File: config.mk
export PLATFORM = sky130hd
export DESIGN_NAME = flash_erase_ctrl
export DESIGN_NICKNAME = d
export VERILOG_FILES = /design/src/hdl/flash_ctrl_pkg.sv /design/src/hdl/flash_bus_cycle.sv /design/src/hdl/flash_erase_ctrl.sv
export VERILOG_INCLUDE_DIRS = /design/src /design/src/hdl
export SDC_FILE = /design/constraint.sdc
export NUM_CORES = 1
export LEC_CHECK = 0
export BUFFER_PORTS_ARGS = -buffer_cell sky130_fd_sc_hd__buf_2
export CAP_MARGIN = 20
export CORE_MARGIN = 2
export CORE_UTILIZATION = 55
export DETAILED_ROUTE_END_ITERATION = 7
export HOLD_SLACK_MARGIN = 0.02
export PLACE_DENSITY_LB_ADDON = 0.2
export SLEW_MARGIN = 20
export SYNTH_ARGS = -nofsm -noshare
export SYNTH_HDL_FRONTEND = slang
export SYNTH_HIERARCHICAL = 1
export SYNTH_SLANG_ARGS = --single-unit
File: constraint.sdc
create_clock -name clk -period 7 [get_ports clk]
set_input_delay 0.35 -clock clk [delete_from_list [all_inputs] [get_ports clk]]
set_output_delay 0.35 -clock clk [all_outputs]
set_load 0.01 [all_outputs]
File: src/hdl/flash_ctrl_defs.svh
`ifndef FLASH_CTRL_DEFS_SVH
`define FLASH_CTRL_DEFS_SVH
// Summary of operation
// - Host resumes program; repeats ignored, resuspend allowed
// - Chip erase is six ordered write cycles
// - Sector erase: unlocks, setup, unlocks, sector command
// - Extra sector entries within 50 us gaps
// - Host resumes erase; repeats ignored, resuspend allowed
// - Only low address bits 555/2AA are decoded

// Clock period
`define CLK_NS 100
// Sector acceptance window, longest time rounds down
`define WIN_NS 50000
`define WIN_CYC ((`WIN_NS) / (`CLK_NS))
// Host closes its window early: load lag plus next strobe latency
`define WIN_MARGIN_CYC 8
// Hardware reset pulse, least time rounds up
`define HWRST_NS 500
`define HWRST_CYC (((`HWRST_NS) + (`CLK_NS) - 1) / (`CLK_NS))

// Bus cycle phases
`define WR_LAST_PH 2
`define RD_SAMPLE_PH 3

// Register offsets
`define REG_CTRL 8'h00
`define REG_ADDR 8'h04
`define REG_WDATA 8'h08
`define REG_RDATA 8'h0C
`define REG_STATUS 8'h10

// Status field positions
`define ST_BUSY 0
`define ST_ERR 1
`define ST_WIN 2
`define ST_POLL 3
`define ST_TOGGLE 4
`define ST_ETOGGLE 5
`define ST_EWIN 6
`define ST_SUSP 7

// Command cycle words
`define UNLOCK_A1 11'h555
`define UNLOCK_A2 11'h2AA
`define CODE_AA 8'hAA
`define CODE_55 8'h55
`define CODE_SETUP 8'h80
`define CODE_CHIP 8'h10
`define CODE_SECTOR 8'h30
`define CODE_SUSPEND 8'hB0
`define CODE_RESUME 8'h30
`define CODE_RESET 8'hF0
`define CODE_PROGRAM 8'hA0
`define CODE_ID 8'h90

// Sector field of the flash address
`define SECT_HI 21
`define SECT_LO 15
`endif

File: src/hdl/flash_ctrl_pkg.sv
package flash_ctrl_pkg;
    // Operations that software orders through the control register
    typedef enum logic [3:0] {
        OP_NONE, OP_CHIP_ERASE, OP_SECTOR_ERASE, OP_SECTOR_ADD,
        OP_SUSPEND, OP_RESUME, OP_RESET, OP_PROGRAM, OP_ID_ENTER,
        OP_READ, OP_HW_RESET
    } op_e;
    // Flash pin outputs travel together
    typedef struct packed {
        logic [21:0] addr;
        logic [15:0] dq_out;
        logic dq_oe_b;
        logic ce_b;
        logic oe_b;
        logic we_b;
    } flash_pins_s;
    // One bus word of a command sequence
    typedef struct packed {
        logic [21:0] addr;
        logic [15:0] data;
    } bus_word_s;
endpackage : flash_ctrl_pkg

File: src/hdl/flash_bus_cycle.sv
`timescale 1ns/10ps
`include "flash_ctrl_defs.svh"
module flash_bus_cycle (
    // Clock and reset
    input wire logic clk,
    input wire logic rst_b,
    // Request
    input wire logic start,
    input wire logic write,
    input wire logic [21:0] addr,
    input wire logic [15:0] wdata,
    output logic busy,
    output logic done,
    output logic [15:0] rdata,
    // Flash side
    input wire logic [15:0] dq_sync,
    output flash_ctrl_pkg::flash_pins_s pins
);
    logic is_wr; // Current cycle is a write
    logic [2:0] ph; // Phase within the cycle

    // One write or read cycle on the flash pins
    always_ff @(posedge clk or negedge rst_b) begin
        if (!rst_b) begin
            busy <= 1'b0;
            done <= 1'b0;
            is_wr <= 1'b0;
            ph <= 3'h0;
            rdata <= 16'h0000;
            pins <= {22'h000000, 16'h0000, 4'hF};
        end else begin
            done <= 1'b0;
            if (!busy) begin
                // Address, chip enable and data set up together
                if (start) begin
                    busy <= 1'b1;
                    ph <= 3'h0;
                    is_wr <= write;
                    pins.addr <= addr;
                    pins.ce_b <= 1'b0;
                    if (write) begin
                        pins.dq_out <= wdata;
                        pins.dq_oe_b <= 1'b0;
                    end else begin
                        pins.oe_b <= 1'b0;
                    end
                end
            end else begin
                ph <= ph + 3'h1;
                if (is_wr) begin
                    // Strobe low one cycle; data latches on its rise
                    case (ph)
                        3'h0: pins.we_b <= 1'b0;
                        3'h1: pins.we_b <= 1'b1;
                        default: begin
                            pins.ce_b <= 1'b1;
                            pins.dq_oe_b <= 1'b1;
                            busy <= 1'b0;
                            done <= 1'b1;
                        end
                    endcase
                end else if (ph == 3'(`RD_SAMPLE_PH)) begin
                    // Sample late enough to cover the input synchroniser
                    rdata <= dq_sync;
                    pins.ce_b <= 1'b1;
                    pins.oe_b <= 1'b1;
                    busy <= 1'b0;
                    done <= 1'b1;
                end
            end
        end
    end

    AST_WE_ONE_CYCLE: assert property (@(posedge clk) disable iff (!rst_b)
        $fell(pins.we_b) |=> pins.we_b && !pins.dq_oe_b)
        else $error("write strobe not exactly one cycle");
    AST_NO_CONTENTION: assert property (@(posedge clk) disable iff (!rst_b)
        !pins.oe_b |-> pins.dq_oe_b && pins.we_b)
        else $error("data driven during a read");
    AST_READ_LEN: assert property (@(posedge clk) disable iff (!rst_b)
        start && !busy && !write |-> ##5 done)
        else $error("read cycle length wrong");
    AST_WRITE_LEN: assert property (@(posedge clk) disable iff (!rst_b)
        start && !busy && write |-> ##4 done && pins.ce_b)
        else $error("write cycle length wrong");
endmodule : flash_bus_cycle

File: src/hdl/flash_erase_ctrl.sv
`timescale 1ns/10ps
`include "flash_ctrl_defs.svh"
module flash_erase_ctrl (
    // Clock and reset
    input wire logic clk,
    input wire logic rst_b,
    // AXI4-Lite write address and data
    input wire logic [7:0] s_awaddr,
    input wire logic s_awvalid,
    output logic s_awready,
    input wire logic [31:0] s_wdata,
    input wire logic [3:0] s_wstrb,
    input wire logic s_wvalid,
    output logic s_wready,
    // AXI4-Lite write response
    output logic [1:0] s_bresp,
    output logic s_bvalid,
    input wire logic s_bready,
    // AXI4-Lite read
    input wire logic [7:0] s_araddr,
    input wire logic s_arvalid,
    output logic s_arready,
    output logic [31:0] s_rdata,
    output logic [1:0] s_rresp,
    output logic s_rvalid,
    input wire logic s_rready,
    // Flash pins
    output flash_ctrl_pkg::flash_pins_s flash_pins,
    input wire logic [15:0] flash_dq_in,
    output logic flash_reset_b
);
    typedef enum {ST_IDLE, ST_ISSUE, ST_WAIT, ST_HWRST} state_e;

    logic rst_meta_b; // Reset synchroniser first stage
    logic rst_sync_b; // Released reset used everywhere
    logic [15:0] dq_meta; // Data synchroniser first stage
    logic [15:0] dq_sync; // Synchronised data bus
    state_e state; // Sequencer state
    flash_ctrl_pkg::op_e op; // Operation in progress
    logic [2:0] step; // Bus word within the sequence
    logic [21:0] addr_reg; // Target address
    logic [15:0] wdata_reg; // Program data
    logic [15:0] rdata_reg; // Last word read
    logic [15:0] prev_rdata; // Word read before that
    logic err; // Sticky refused-order flag
    logic susp; // An erase or program is held suspended
    logic [9:0] win_cnt; // Cycles left in the sector window
    logic [3:0] hw_cnt; // Hardware reset pulse counter
    logic cyc_start; // Start a bus cycle
    logic cyc_done; // Bus cycle finished
    logic [15:0] cyc_rdata; // Word returned by the engine
    flash_ctrl_pkg::bus_word_s word; // Current bus word
    logic wr_go; // Write address and data taken
    logic go; // Control register written with an op
    logic window_open; // Host believes the window still runs
    logic last_step; // Current word ends the sequence
    logic [31:0] status; // Status register image

    // Number of bus words in each operation
    function automatic logic [2:0] op_len(flash_ctrl_pkg::op_e o);
        case (o)
            flash_ctrl_pkg::OP_CHIP_ERASE: op_len = 3'h6;
            flash_ctrl_pkg::OP_SECTOR_ERASE: op_len = 3'h6;
            flash_ctrl_pkg::OP_PROGRAM: op_len = 3'h4;
            flash_ctrl_pkg::OP_ID_ENTER: op_len = 3'h3;
            default: op_len = 3'h1;
        endcase
    endfunction : op_len

    // Address and data of one word of a command sequence
    function automatic flash_ctrl_pkg::bus_word_s seq_word(
        flash_ctrl_pkg::op_e o, logic [2:0] s, logic [21:0] a,
        logic [15:0] d);
        logic [21:0] sect;
        logic [7:0] code3;
        // Sector select address keeps only the sector bits
        sect = {a[`SECT_HI:`SECT_LO], 15'h0000};
        code3 = (o == flash_ctrl_pkg::OP_PROGRAM) ? `CODE_PROGRAM :
            (o == flash_ctrl_pkg::OP_ID_ENTER) ? `CODE_ID : `CODE_SETUP;
        seq_word = {22'h000000, 16'h0000};
        case (o)
            flash_ctrl_pkg::OP_SECTOR_ADD:
                seq_word = {sect, 8'h00, `CODE_SECTOR};
            flash_ctrl_pkg::OP_SUSPEND:
                seq_word.data = {8'h00, `CODE_SUSPEND};
            flash_ctrl_pkg::OP_RESUME:
                seq_word.data = {8'h00, `CODE_RESUME};
            flash_ctrl_pkg::OP_RESET:
                seq_word.data = {8'h00, `CODE_RESET};
            flash_ctrl_pkg::OP_READ:
                seq_word.addr = a;
            default: begin
                // Unlock and setup words keep upper address bits and upper data byte zero
                case (s)
                    3'h0, 3'h3: seq_word = {11'h000, `UNLOCK_A1,
                        8'h00, `CODE_AA};
                    3'h1, 3'h4: seq_word = {11'h000, `UNLOCK_A2,
                        8'h00, `CODE_55};
                    3'h2: seq_word = {11'h000, `UNLOCK_A1, 8'h00, code3};
                    default: begin
                        // Sixth word: chip or sector command; program ends at step 3 and never sends its address and data word
                        if (o == flash_ctrl_pkg::OP_CHIP_ERASE)
                            seq_word = {11'h000, `UNLOCK_A1, 8'h00,
                                `CODE_CHIP};
                        else if (o == flash_ctrl_pkg::OP_SECTOR_ERASE)
                            seq_word = {sect, 8'h00, `CODE_SECTOR};
                        else
                            seq_word = {a, d};
                    end
                endcase
            end
        endcase
    endfunction : seq_word

    // Reset release through two flip-flops
    always_ff @(posedge clk or negedge rst_b) begin
        if (!rst_b) begin
            rst_meta_b <= 1'b0;
            rst_sync_b <= 1'b0;
        end else begin
            rst_meta_b <= 1'b1;
            rst_sync_b <= rst_meta_b;
        end
    end

    // Pin data passes two flip-flops before use
    always_ff @(posedge clk or negedge rst_sync_b) begin
        if (!rst_sync_b) begin
            dq_meta <= 16'h0000;
            dq_sync <= 16'h0000;
        end else begin
            dq_meta <= flash_dq_in;
            dq_sync <= dq_meta;
        end
    end

    // Write channel: both taken together, one response outstanding
    assign wr_go = s_awvalid && s_wvalid && !s_bvalid;
    assign s_awready = wr_go;
    assign s_wready = wr_go;
    assign s_arready = !s_rvalid;
    assign go = wr_go && s_awaddr == `REG_CTRL && s_wstrb[0];
    assign window_open = win_cnt != 10'h000;
    assign last_step = step == op_len(op) - 3'h1;
    assign cyc_start = state == ST_ISSUE;
    assign word = seq_word(op, step, addr_reg, wdata_reg);

    // Write response; unmapped offsets answer SLVERR
    always_ff @(posedge clk or negedge rst_sync_b) begin
        if (!rst_sync_b) begin
            s_bvalid <= 1'b0;
            s_bresp <= 2'h0;
        end else if (wr_go) begin
            s_bvalid <= 1'b1;
            if (s_awaddr == `REG_CTRL || s_awaddr == `REG_ADDR ||
                s_awaddr == `REG_WDATA || s_awaddr == `REG_STATUS)
                s_bresp <= 2'h0;
            else
                s_bresp <= 2'h2;
        end else if (s_bready) begin
            s_bvalid <= 1'b0;
        end
    end

    // Address and program data registers
    always_ff @(posedge clk or negedge rst_sync_b) begin
        if (!rst_sync_b) begin
            addr_reg <= 22'h000000;
            wdata_reg <= 16'h0000;
        end else if (wr_go && s_awaddr == `REG_ADDR) begin
            addr_reg <= s_wdata[21:0];
        end else if (wr_go && s_awaddr == `REG_WDATA) begin
            wdata_reg <= s_wdata[15:0];
        end
    end

    // Refused orders set err; a new refusal beats the clear
    always_ff @(posedge clk or negedge rst_sync_b) begin
        if (!rst_sync_b) begin
            err <= 1'b0;
        end else if (go && (state != ST_IDLE ||
            (s_wdata[3:0] == 4'(flash_ctrl_pkg::OP_SECTOR_ADD) &&
            !window_open))) begin
            err <= 1'b1;
        end else if (wr_go && s_awaddr == `REG_STATUS &&
            s_wdata[`ST_ERR]) begin
            err <= 1'b0;
        end
    end

    // Command sequencer
    always_ff @(posedge clk or negedge rst_sync_b) begin
        if (!rst_sync_b) begin
            state <= ST_IDLE;
            op <= flash_ctrl_pkg::OP_NONE;
            step <= 3'h0;
            hw_cnt <= 4'h0;
        end else begin
            case (state)
                ST_IDLE: begin
                    // Late sector entries are refused, not sent
                    if (go && !(s_wdata[3:0] ==
                        4'(flash_ctrl_pkg::OP_SECTOR_ADD) && !window_open))
                    begin
                        op <= flash_ctrl_pkg::op_e'(s_wdata[3:0]);
                        step <= 3'h0;
                        hw_cnt <= 4'(`HWRST_CYC);
                        if (s_wdata[3:0] == 4'(flash_ctrl_pkg::OP_HW_RESET))
                            state <= ST_HWRST;
                        else if (s_wdata[3:0] != 4'(flash_ctrl_pkg::OP_NONE))
                            state <= ST_ISSUE;
                    end
                end
                ST_ISSUE: state <= ST_WAIT;
                ST_WAIT: begin
                    // Next word only after the previous strobe rose
                    if (cyc_done) begin
                        step <= step + 3'h1;
                        state <= last_step ? ST_IDLE : ST_ISSUE;
                    end
                end
                ST_HWRST: begin
                    // Pulse the reset pin; this aborts any erase
                    hw_cnt <= hw_cnt - 4'h1;
                    if (hw_cnt == 4'h1)
                        state <= ST_IDLE;
                end
                default: state <= ST_IDLE;
            endcase
        end
    end

    assign flash_reset_b = state != ST_HWRST;

    // Sector window timer from the final strobe rise
    always_ff @(posedge clk or negedge rst_sync_b) begin
        if (!rst_sync_b) begin
            win_cnt <= 10'h000;
        end else if (state == ST_WAIT && cyc_done && last_step &&
            (op == flash_ctrl_pkg::OP_SECTOR_ERASE ||
            op == flash_ctrl_pkg::OP_SECTOR_ADD)) begin
            win_cnt <= 10'(`WIN_CYC - `WIN_MARGIN_CYC);
        end else if (state == ST_HWRST || state == ST_ISSUE &&
            op != flash_ctrl_pkg::OP_SECTOR_ADD &&
            op != flash_ctrl_pkg::OP_READ) begin
            win_cnt <= 10'h000;
        end else if (window_open) begin
            win_cnt <= win_cnt - 10'h001;
        end
    end

    // Track suspension so software can see when resume is due
    always_ff @(posedge clk or negedge rst_sync_b) begin
        if (!rst_sync_b) begin
            susp <= 1'b0;
        end else if (state == ST_HWRST) begin
            susp <= 1'b0;
        end else if (state == ST_WAIT && cyc_done) begin
            if (op == flash_ctrl_pkg::OP_SUSPEND)
                susp <= 1'b1;
            else if (op == flash_ctrl_pkg::OP_RESUME)
                susp <= 1'b0;
        end
    end

    // Read results; two reads in a row reveal toggling bits
    always_ff @(posedge clk or negedge rst_sync_b) begin
        if (!rst_sync_b) begin
            rdata_reg <= 16'h0000;
            prev_rdata <= 16'h0000;
        end else if (state == ST_WAIT && cyc_done &&
            op == flash_ctrl_pkg::OP_READ) begin
            rdata_reg <= cyc_rdata;
            prev_rdata <= rdata_reg;
        end
    end

    // Status image: own state plus decoded low status lines
    always_comb begin
        status = 32'h00000000;
        status[`ST_BUSY] = state != ST_IDLE;
        status[`ST_ERR] = err;
        status[`ST_WIN] = window_open;
        status[`ST_POLL] = rdata_reg[7];
        status[`ST_TOGGLE] = rdata_reg[6] ^ prev_rdata[6];
        status[`ST_ETOGGLE] = rdata_reg[2] ^ prev_rdata[2];
        status[`ST_EWIN] = rdata_reg[3];
        status[`ST_SUSP] = susp;
    end

    // Read channel; unmapped offsets read zero with SLVERR
    always_ff @(posedge clk or negedge rst_sync_b) begin
        if (!rst_sync_b) begin
            s_rvalid <= 1'b0;
            s_rdata <= 32'h00000000;
            s_rresp <= 2'h0;
        end else if (s_arvalid && !s_rvalid) begin
            s_rvalid <= 1'b1;
            s_rresp <= 2'h0;
            if (s_araddr == `REG_CTRL)
                s_rdata <= {28'h0000000, 4'(op)};
            else if (s_araddr == `REG_ADDR)
                s_rdata <= {10'h000, addr_reg};
            else if (s_araddr == `REG_WDATA)
                s_rdata <= {16'h0000, wdata_reg};
            else if (s_araddr == `REG_RDATA)
                s_rdata <= {16'h0000, rdata_reg};
            else if (s_araddr == `REG_STATUS)
                s_rdata <= status;
            else begin
                s_rdata <= 32'h00000000;
                s_rresp <= 2'h2;
            end
        end else if (s_rready) begin
            s_rvalid <= 1'b0;
        end
    end

    // Pin-level bus cycle engine
    flash_bus_cycle u_cycle (
        .clk(clk),
        .rst_b(rst_sync_b),
        .start(cyc_start),
        .write(op != flash_ctrl_pkg::OP_READ),
        .addr(word.addr),
        .wdata(word.data),
        .busy(),
        .done(cyc_done),
        .rdata(cyc_rdata),
        .dq_sync(dq_sync),
        .pins(flash_pins)
    );

    AST_CHIP_LAST: assert property (@(posedge clk) disable iff (!rst_sync_b)
        state == ST_ISSUE && op == flash_ctrl_pkg::OP_CHIP_ERASE &&
        step == 3'h5 |=> flash_pins.dq_out[7:0] == 8'h10 &&
        flash_pins.addr[10:0] == 11'h555)
        else $error("chip erase final word wrong");
    AST_SECTOR_ADDR: assert property (@(posedge clk)
        disable iff (!rst_sync_b)
        state == ST_ISSUE && op == flash_ctrl_pkg::OP_SECTOR_ERASE &&
        step == 3'h5 |=> flash_pins.addr[14:0] == 15'h0000 &&
        flash_pins.addr[21:15] == addr_reg[21:15])
        else $error("sector address not on sector bits");
    AST_UNLOCK_FIRST: assert property (@(posedge clk)
        disable iff (!rst_sync_b)
        state == ST_ISSUE && step == 3'h0 && op_len(op) > 3'h1 |=>
        flash_pins.addr == 22'h000555 && flash_pins.dq_out == 16'h00AA)
        else $error("first unlock word wrong");
    AST_LATE_REFUSED: assert property (@(posedge clk)
        disable iff (!rst_sync_b)
        state == ST_IDLE && go && !window_open &&
        s_wdata[3:0] == 4'h3 |=> err && state == ST_IDLE)
        else $error("late sector entry not refused");
    AST_WINDOW_START: assert property (@(posedge clk)
        disable iff (!rst_sync_b)
        state == ST_WAIT && cyc_done && last_step &&
        op == flash_ctrl_pkg::OP_SECTOR_ERASE |=> win_cnt == 10'h1EC)
        else $error("window not started at final strobe");
    AST_HWRST_PULSE: assert property (@(posedge clk)
        disable iff (!rst_sync_b)
        $fell(flash_reset_b) |-> !flash_reset_b[*5] ##1 flash_reset_b)
        else $error("hardware reset pulse length wrong");
    AST_BHOLD: assert property (@(posedge clk) disable iff (!rst_sync_b)
        s_bvalid && !s_bready |=> s_bvalid && $stable(s_bresp))
        else $error("write response dropped");
endmodule : flash_erase_ctrl

==> flow_results.xml <==
<?xml version="1.0" encoding="UTF-8"?>
<metrics>
  <group name="logic_synthesis">
    <metric name="synth_top_cell_by_area" unit="">sky130_fd_sc_hd__dfrtp_1</metric>
    <metric name="post_synth_inst_count" unit="">778</metric>
    <metric name="synth_area" unit="um2">9400</metric>
    <metric name="synth.cells.most_frequent" unit="">sky130_fd_sc_hd__dfrtp_1, sky130_fd_sc_hd__mux2_2, sky130_fd_sc_hd__nand2_1, sky130_fd_sc_hd__o21ai_0, sky130_fd_sc_hd__a21oi_1</metric>
    <metric name="synth.ff_latch_count" unit="">205</metric>
    <metric name="synth_top_area_share" unit="%">53.5</metric>
    <metric name="synth-seq-area-share" unit="%">54.6</metric>
    <metric name="netlist_top_cells_area" unit="">sky130_fd_sc_hd__dfrtp_1, sky130_fd_sc_hd__mux2_2, sky130_fd_sc_hd__mux2_4, sky130_fd_sc_hd__o21ai_0, sky130_fd_sc_hd__a21oi_1</metric>
    <metric name="synth_ff_type" unit="">sky130_fd_sc_hd__dfrtp_1</metric>
    <metric name="asyncSetResetFlopFracSynth" unit="%">100</metric>
    <metric name="synth-edff-count" unit="">0</metric>
    <metric name="avgSynthCellArea" unit="um2">12.1</metric>
    <metric name="synth_warnings" unit="">6</metric>
    <metric name="ys_types" unit="">74</metric>
    <metric name="most_common_cell_in_the_netlist" unit="">sky130_fd_sc_hd__dfrtp_1</metric>
  </group>
  <group name="floorplanning">
    <metric name="dieArea" unit="um2">18200</metric>
    <metric name="design.core.area" unit="um2">16600</metric>
    <metric name="die_w" unit="um">135</metric>
    <metric name="placement_row_count" unit="">47</metric>
    <metric name="die_height" unit="um">135</metric>
    <metric name="ioPinCount" unit="">159</metric>
    <metric name="initial_utilization" unit="%">56.5</metric>
  </group>
  <group name="setup_path">
    <metric name="crit_chain" unit="">nand2b_1 &gt; nor3b_1 &gt; buf_4 &gt; inv_1 &gt; nor2_2 &gt; mux2_2</metric>
    <metric name="crit_start" unit="">op[0]</metric>
    <metric name="crit_arrival" unit="ns">3.37</metric>
    <metric name="crit_path_end_kind" unit="">flop</metric>
    <metric name="worst-r2r-setup-slack" unit="ns">4.01</metric>
    <metric name="worst_path_class_setup" unit="">flop to flop</metric>
    <metric name="worst-r2r-cell-count" unit="">6</metric>
    <metric name="largest_fanout_on_the_critical_path" unit="">22</metric>
    <metric name="r2r_path_end" unit="">rdata_reg[1]</metric>
    <metric name="worst_setup_path_start_kind" unit="">flop</metric>
    <metric name="timing.critical_path.required" unit="ns">7.38</metric>
    <metric name="crit_path_max_incr_delay" unit="ns">0.80</metric>
    <metric name="cp_slowest_cell" unit="">sky130_fd_sc_hd__dfrtp_1</metric>
    <metric name="worstReg2RegStart" unit="">op[0]</metric>
  </group>
  <group name="clock_network">
    <metric name="worst_setup_hold_path_clk_slew" unit="ns">0.06</metric>
    <metric name="cts_setup_buffers" unit="">0</metric>
    <metric name="cts_sinks" unit="">205</metric>
    <metric name="later_pin_clock_latency_in_the_skew_report" unit="ns">0.51</metric>
    <metric name="ctsResizeCount" unit="">0</metric>
    <metric name="numCtsBuffers" unit="">22</metric>
    <metric name="hold_buffers" unit="">18</metric>
    <metric name="cts_tree" unit="">built</metric>
    <metric name="cts-root-to-sink-buffers" unit="">3</metric>
    <metric name="clock_tree.root_cell" unit="">sky130_fd_sc_hd__clkbuf_16</metric>
    <metric name="htreeDepth" unit="">1</metric>
  </group>
  <group name="min_path">
    <metric name="timing.hold.worst_endpoint" unit="">s_bvalid</metric>
    <metric name="min-delay-start" unit="">s_bready</metric>
    <metric name="hold-path-cell-count" unit="">2</metric>
    <metric name="min_path_type" unit="">primary input to flop</metric>
  </group>
  <group name="final_layout">
    <metric name="area_growth" unit="%">18.8</metric>
    <metric name="nets" unit="">1005</metric>
    <metric name="fillers" unit="">1223</metric>
    <metric name="multi_input_comb_area" unit="um2">3940</metric>
    <metric name="final_cell_count_no_fill" unit="">1154</metric>
    <metric name="final_layout_size_suffix_gt1_share" unit="%">33.9</metric>
    <metric name="register_area" unit="um2">5140</metric>
    <metric name="largest_reg_flops" unit="">42</metric>
  </group>
  <group name="timing">
    <metric name="post-route-min-period" unit="ns">2.99</metric>
    <metric name="timing.final.crit_share" unit="%">42.7</metric>
    <metric name="transition_time_of_the_tightest_slew_check_pin" unit="ns">0.879</metric>
    <metric name="fmaxAchievable" unit="MHz">335</metric>
    <metric name="finalSetupViolCount" unit="">0</metric>
    <metric name="maxSlewViolCount" unit="">0</metric>
    <metric name="finalHoldViolCount" unit="">0</metric>
    <metric name="rsz_0062_raised_after_global_routing" unit="">no</metric>
    <metric name="timing.max_slew.rel_slack" unit="%">41.3</metric>
    <metric name="totalNegativeSetupSlack" unit="ns">0</metric>
    <metric name="finalClockSkew" unit="ns">0.0202</metric>
  </group>
  <group name="placement">
    <metric name="finalWeightedCongestion" unit="">0.855</metric>
    <metric name="io_buffer_count" unit="">133</metric>
    <metric name="placed_cells_incl_taps" unit="">1095</metric>
    <metric name="dpl.hpwl" unit="um">15000</metric>
  </group>
  <group name="routing">
    <metric name="drt_pass1_iterations" unit="">5</metric>
    <metric name="post_drt_via_cell_ratio" unit="">5.71</metric>
    <metric name="vias" unit="">6591</metric>
    <metric name="drt_drc_violations_left" unit="">0</metric>
    <metric name="ant_nets" unit="">0</metric>
    <metric name="initialDrtViolationCount" unit="">512</metric>
    <metric name="avgRoutedWirePerCell" unit="um">18.8</metric>
    <metric name="finalWirelength" unit="um">21700</metric>
  </group>
  <group name="global_route">
    <metric name="grt.total_usage" unit="%">24.6</metric>
    <metric name="gr-total-overflow" unit="">0</metric>
    <metric name="initial_antenna_violation_count" unit="">1</metric>
    <metric name="maximum_number_of_pins_on_one_net_before_global_route_repair" unit="">164</metric>
    <metric name="grt_pass1_wl" unit="um">35400</metric>
    <metric name="first_global_vias" unit="">6700</metric>
  </group>
  <group name="status">
    <metric name="outcome" unit="">completed</metric>
  </group>
  <group name="power">
    <metric name="vdd_drop_max" unit="uV">236</metric>
    <metric name="cell_leakage_power" unit="nW">5.73</metric>
    <metric name="power-per-cell-area" unit="nW/um2">262</metric>
  </group>
  <group name="job">
    <metric name="cap_violations" unit="">0</metric>
  </group>
</metrics>
==> where the power goes <==
group          total, mW  leakage [nW]  switching (mW)  internal, mW
clock               1.33         0.417           0.478         0.856
sequential          1.26          2.73          0.0343          1.23
combinational      0.333          2.59           0.189         0.144
total               2.93          5.73           0.701          2.23
==> worst max path at each step <==
| stage | to | cells after the start |
|---|---|---|
| finish | rdata_reg[1] | 6 |
| global route | rdata_reg[4] | 6 |
| floorplan | addr_reg[0] | 0 |
| CTS | rdata_reg[1] | 6 |
| global placement | u_cycle/pins[15] | 8 |
| detailed placement | rdata_reg[10] | 6 |
==> worst max-delay path: cells and delay by family (launching register included) <==
kind,cells,cell delay (ns)
buffers and inverters,2,0.44
DFF,1,0.80
and+or+nand+nor,3,1.20
muxes,1,0.42
==> metrics by stage <==
| step | total power [mW] | setup slack [ns] | instance area (um2) | utilization (%) | hold WS, ns |
|---|---|---|---|---|---|
| 3_3_place_gp | 1.59 | 4.08 | 10100 | 60.9 | 0.135 |
| 5_1_grt | 3.05 | 3.72 | 11200 | 67.1 | 0.0496 |
| 3_5_place_dp | 1.61 | 4.03 | 10100 | 60.9 | 0.138 |
| 4_1_cts | 2.96 | 4.01 | 11200 | 67.1 | 0.0298 |
| 2_1_floorplan | 1.52 | 0.871 | 9440 | - | 0.0544 |
| 6_report | 2.93 | 4.01 | 11200 | 67.1 | 0.0377 |
==> kinds of logic (layout without fill, tap and decap cells) <==
family                   after synthesis  after routing  share of synthesized area [%]
buffers and inverters                 70            214                           3.93
other                                  2             14                         0.0799
multiplexers                         119            119                           15.3
AND/OR/NAND/NOR                      172            172                           10.3
adder cells (fa/ha/maj)               13             13                           1.73
XOR/XNOR                              13             13                           1.21
flip-flops                           205            205                           54.6
AO/OA/AOI/OAI                        184            184                           12.8
==> layout make-up <==
class | instances | share of cell area, %
inverter | 18 | 0.605
sequential | 205 | 46.0
antenna | 1 | 0.0224
timing repair buffer | 156 | 8.02
tap | 220 | 2.46
multi-input combinational | 514 | 35.3
clock buffer | 28 | 5.58
clock inverter | 12 | 2.07
==> routing by layer <==
| layer | GRT usage [%] | vias to the layer above | routed length (um) |
|---|---|---|---|
| met5 | 0 | - | 0 |
| met4 | 7.49 | 0 | 561 |
| met3 | 3.72 | 41 | 1130 |
| met2 | 40.0 | 195 | 10500 |
| met1 | 34.5 | 3296 | 9500 |
| li1 | - | 3059 | - |
==> cell usage in the layout, fill, tap and decap left out, types with 7 or more instances in the layout <==
cell and n:
sky130_fd_sc_hd__o21ai_0 49, sky130_fd_sc_hd__nand3_1 8, sky130_fd_sc_hd__mux2_4 28, sky130_fd_sc_hd__nor3_1 10, sky130_fd_sc_hd__a21oi_1 37, sky130_fd_sc_hd__xor2_1 8
sky130_fd_sc_hd__a22o_1 12, sky130_fd_sc_hd__clkbuf_16 22, sky130_fd_sc_hd__nor2_1 32, sky130_fd_sc_hd__a31oi_1 7, sky130_fd_sc_hd__and2_1 17, sky130_fd_sc_hd__nor2b_1 7
sky130_fd_sc_hd__nand2_1 49, sky130_fd_sc_hd__mux2_2 88, sky130_fd_sc_hd__o221ai_1 8, sky130_fd_sc_hd__dlygate4sd3_1 18, sky130_fd_sc_hd__conb_1 13, sky130_fd_sc_hd__o21a_1 7
sky130_fd_sc_hd__a22oi_1 9, sky130_fd_sc_hd__dfrtp_1 200, sky130_fd_sc_hd__buf_2 133, sky130_fd_sc_hd__ha_1 13, sky130_fd_sc_hd__o22ai_1 7, sky130_fd_sc_hd__inv_1 18
sky130_fd_sc_hd__a21o_1 17
No activity file was read; power rests on OpenSTA's default activity.
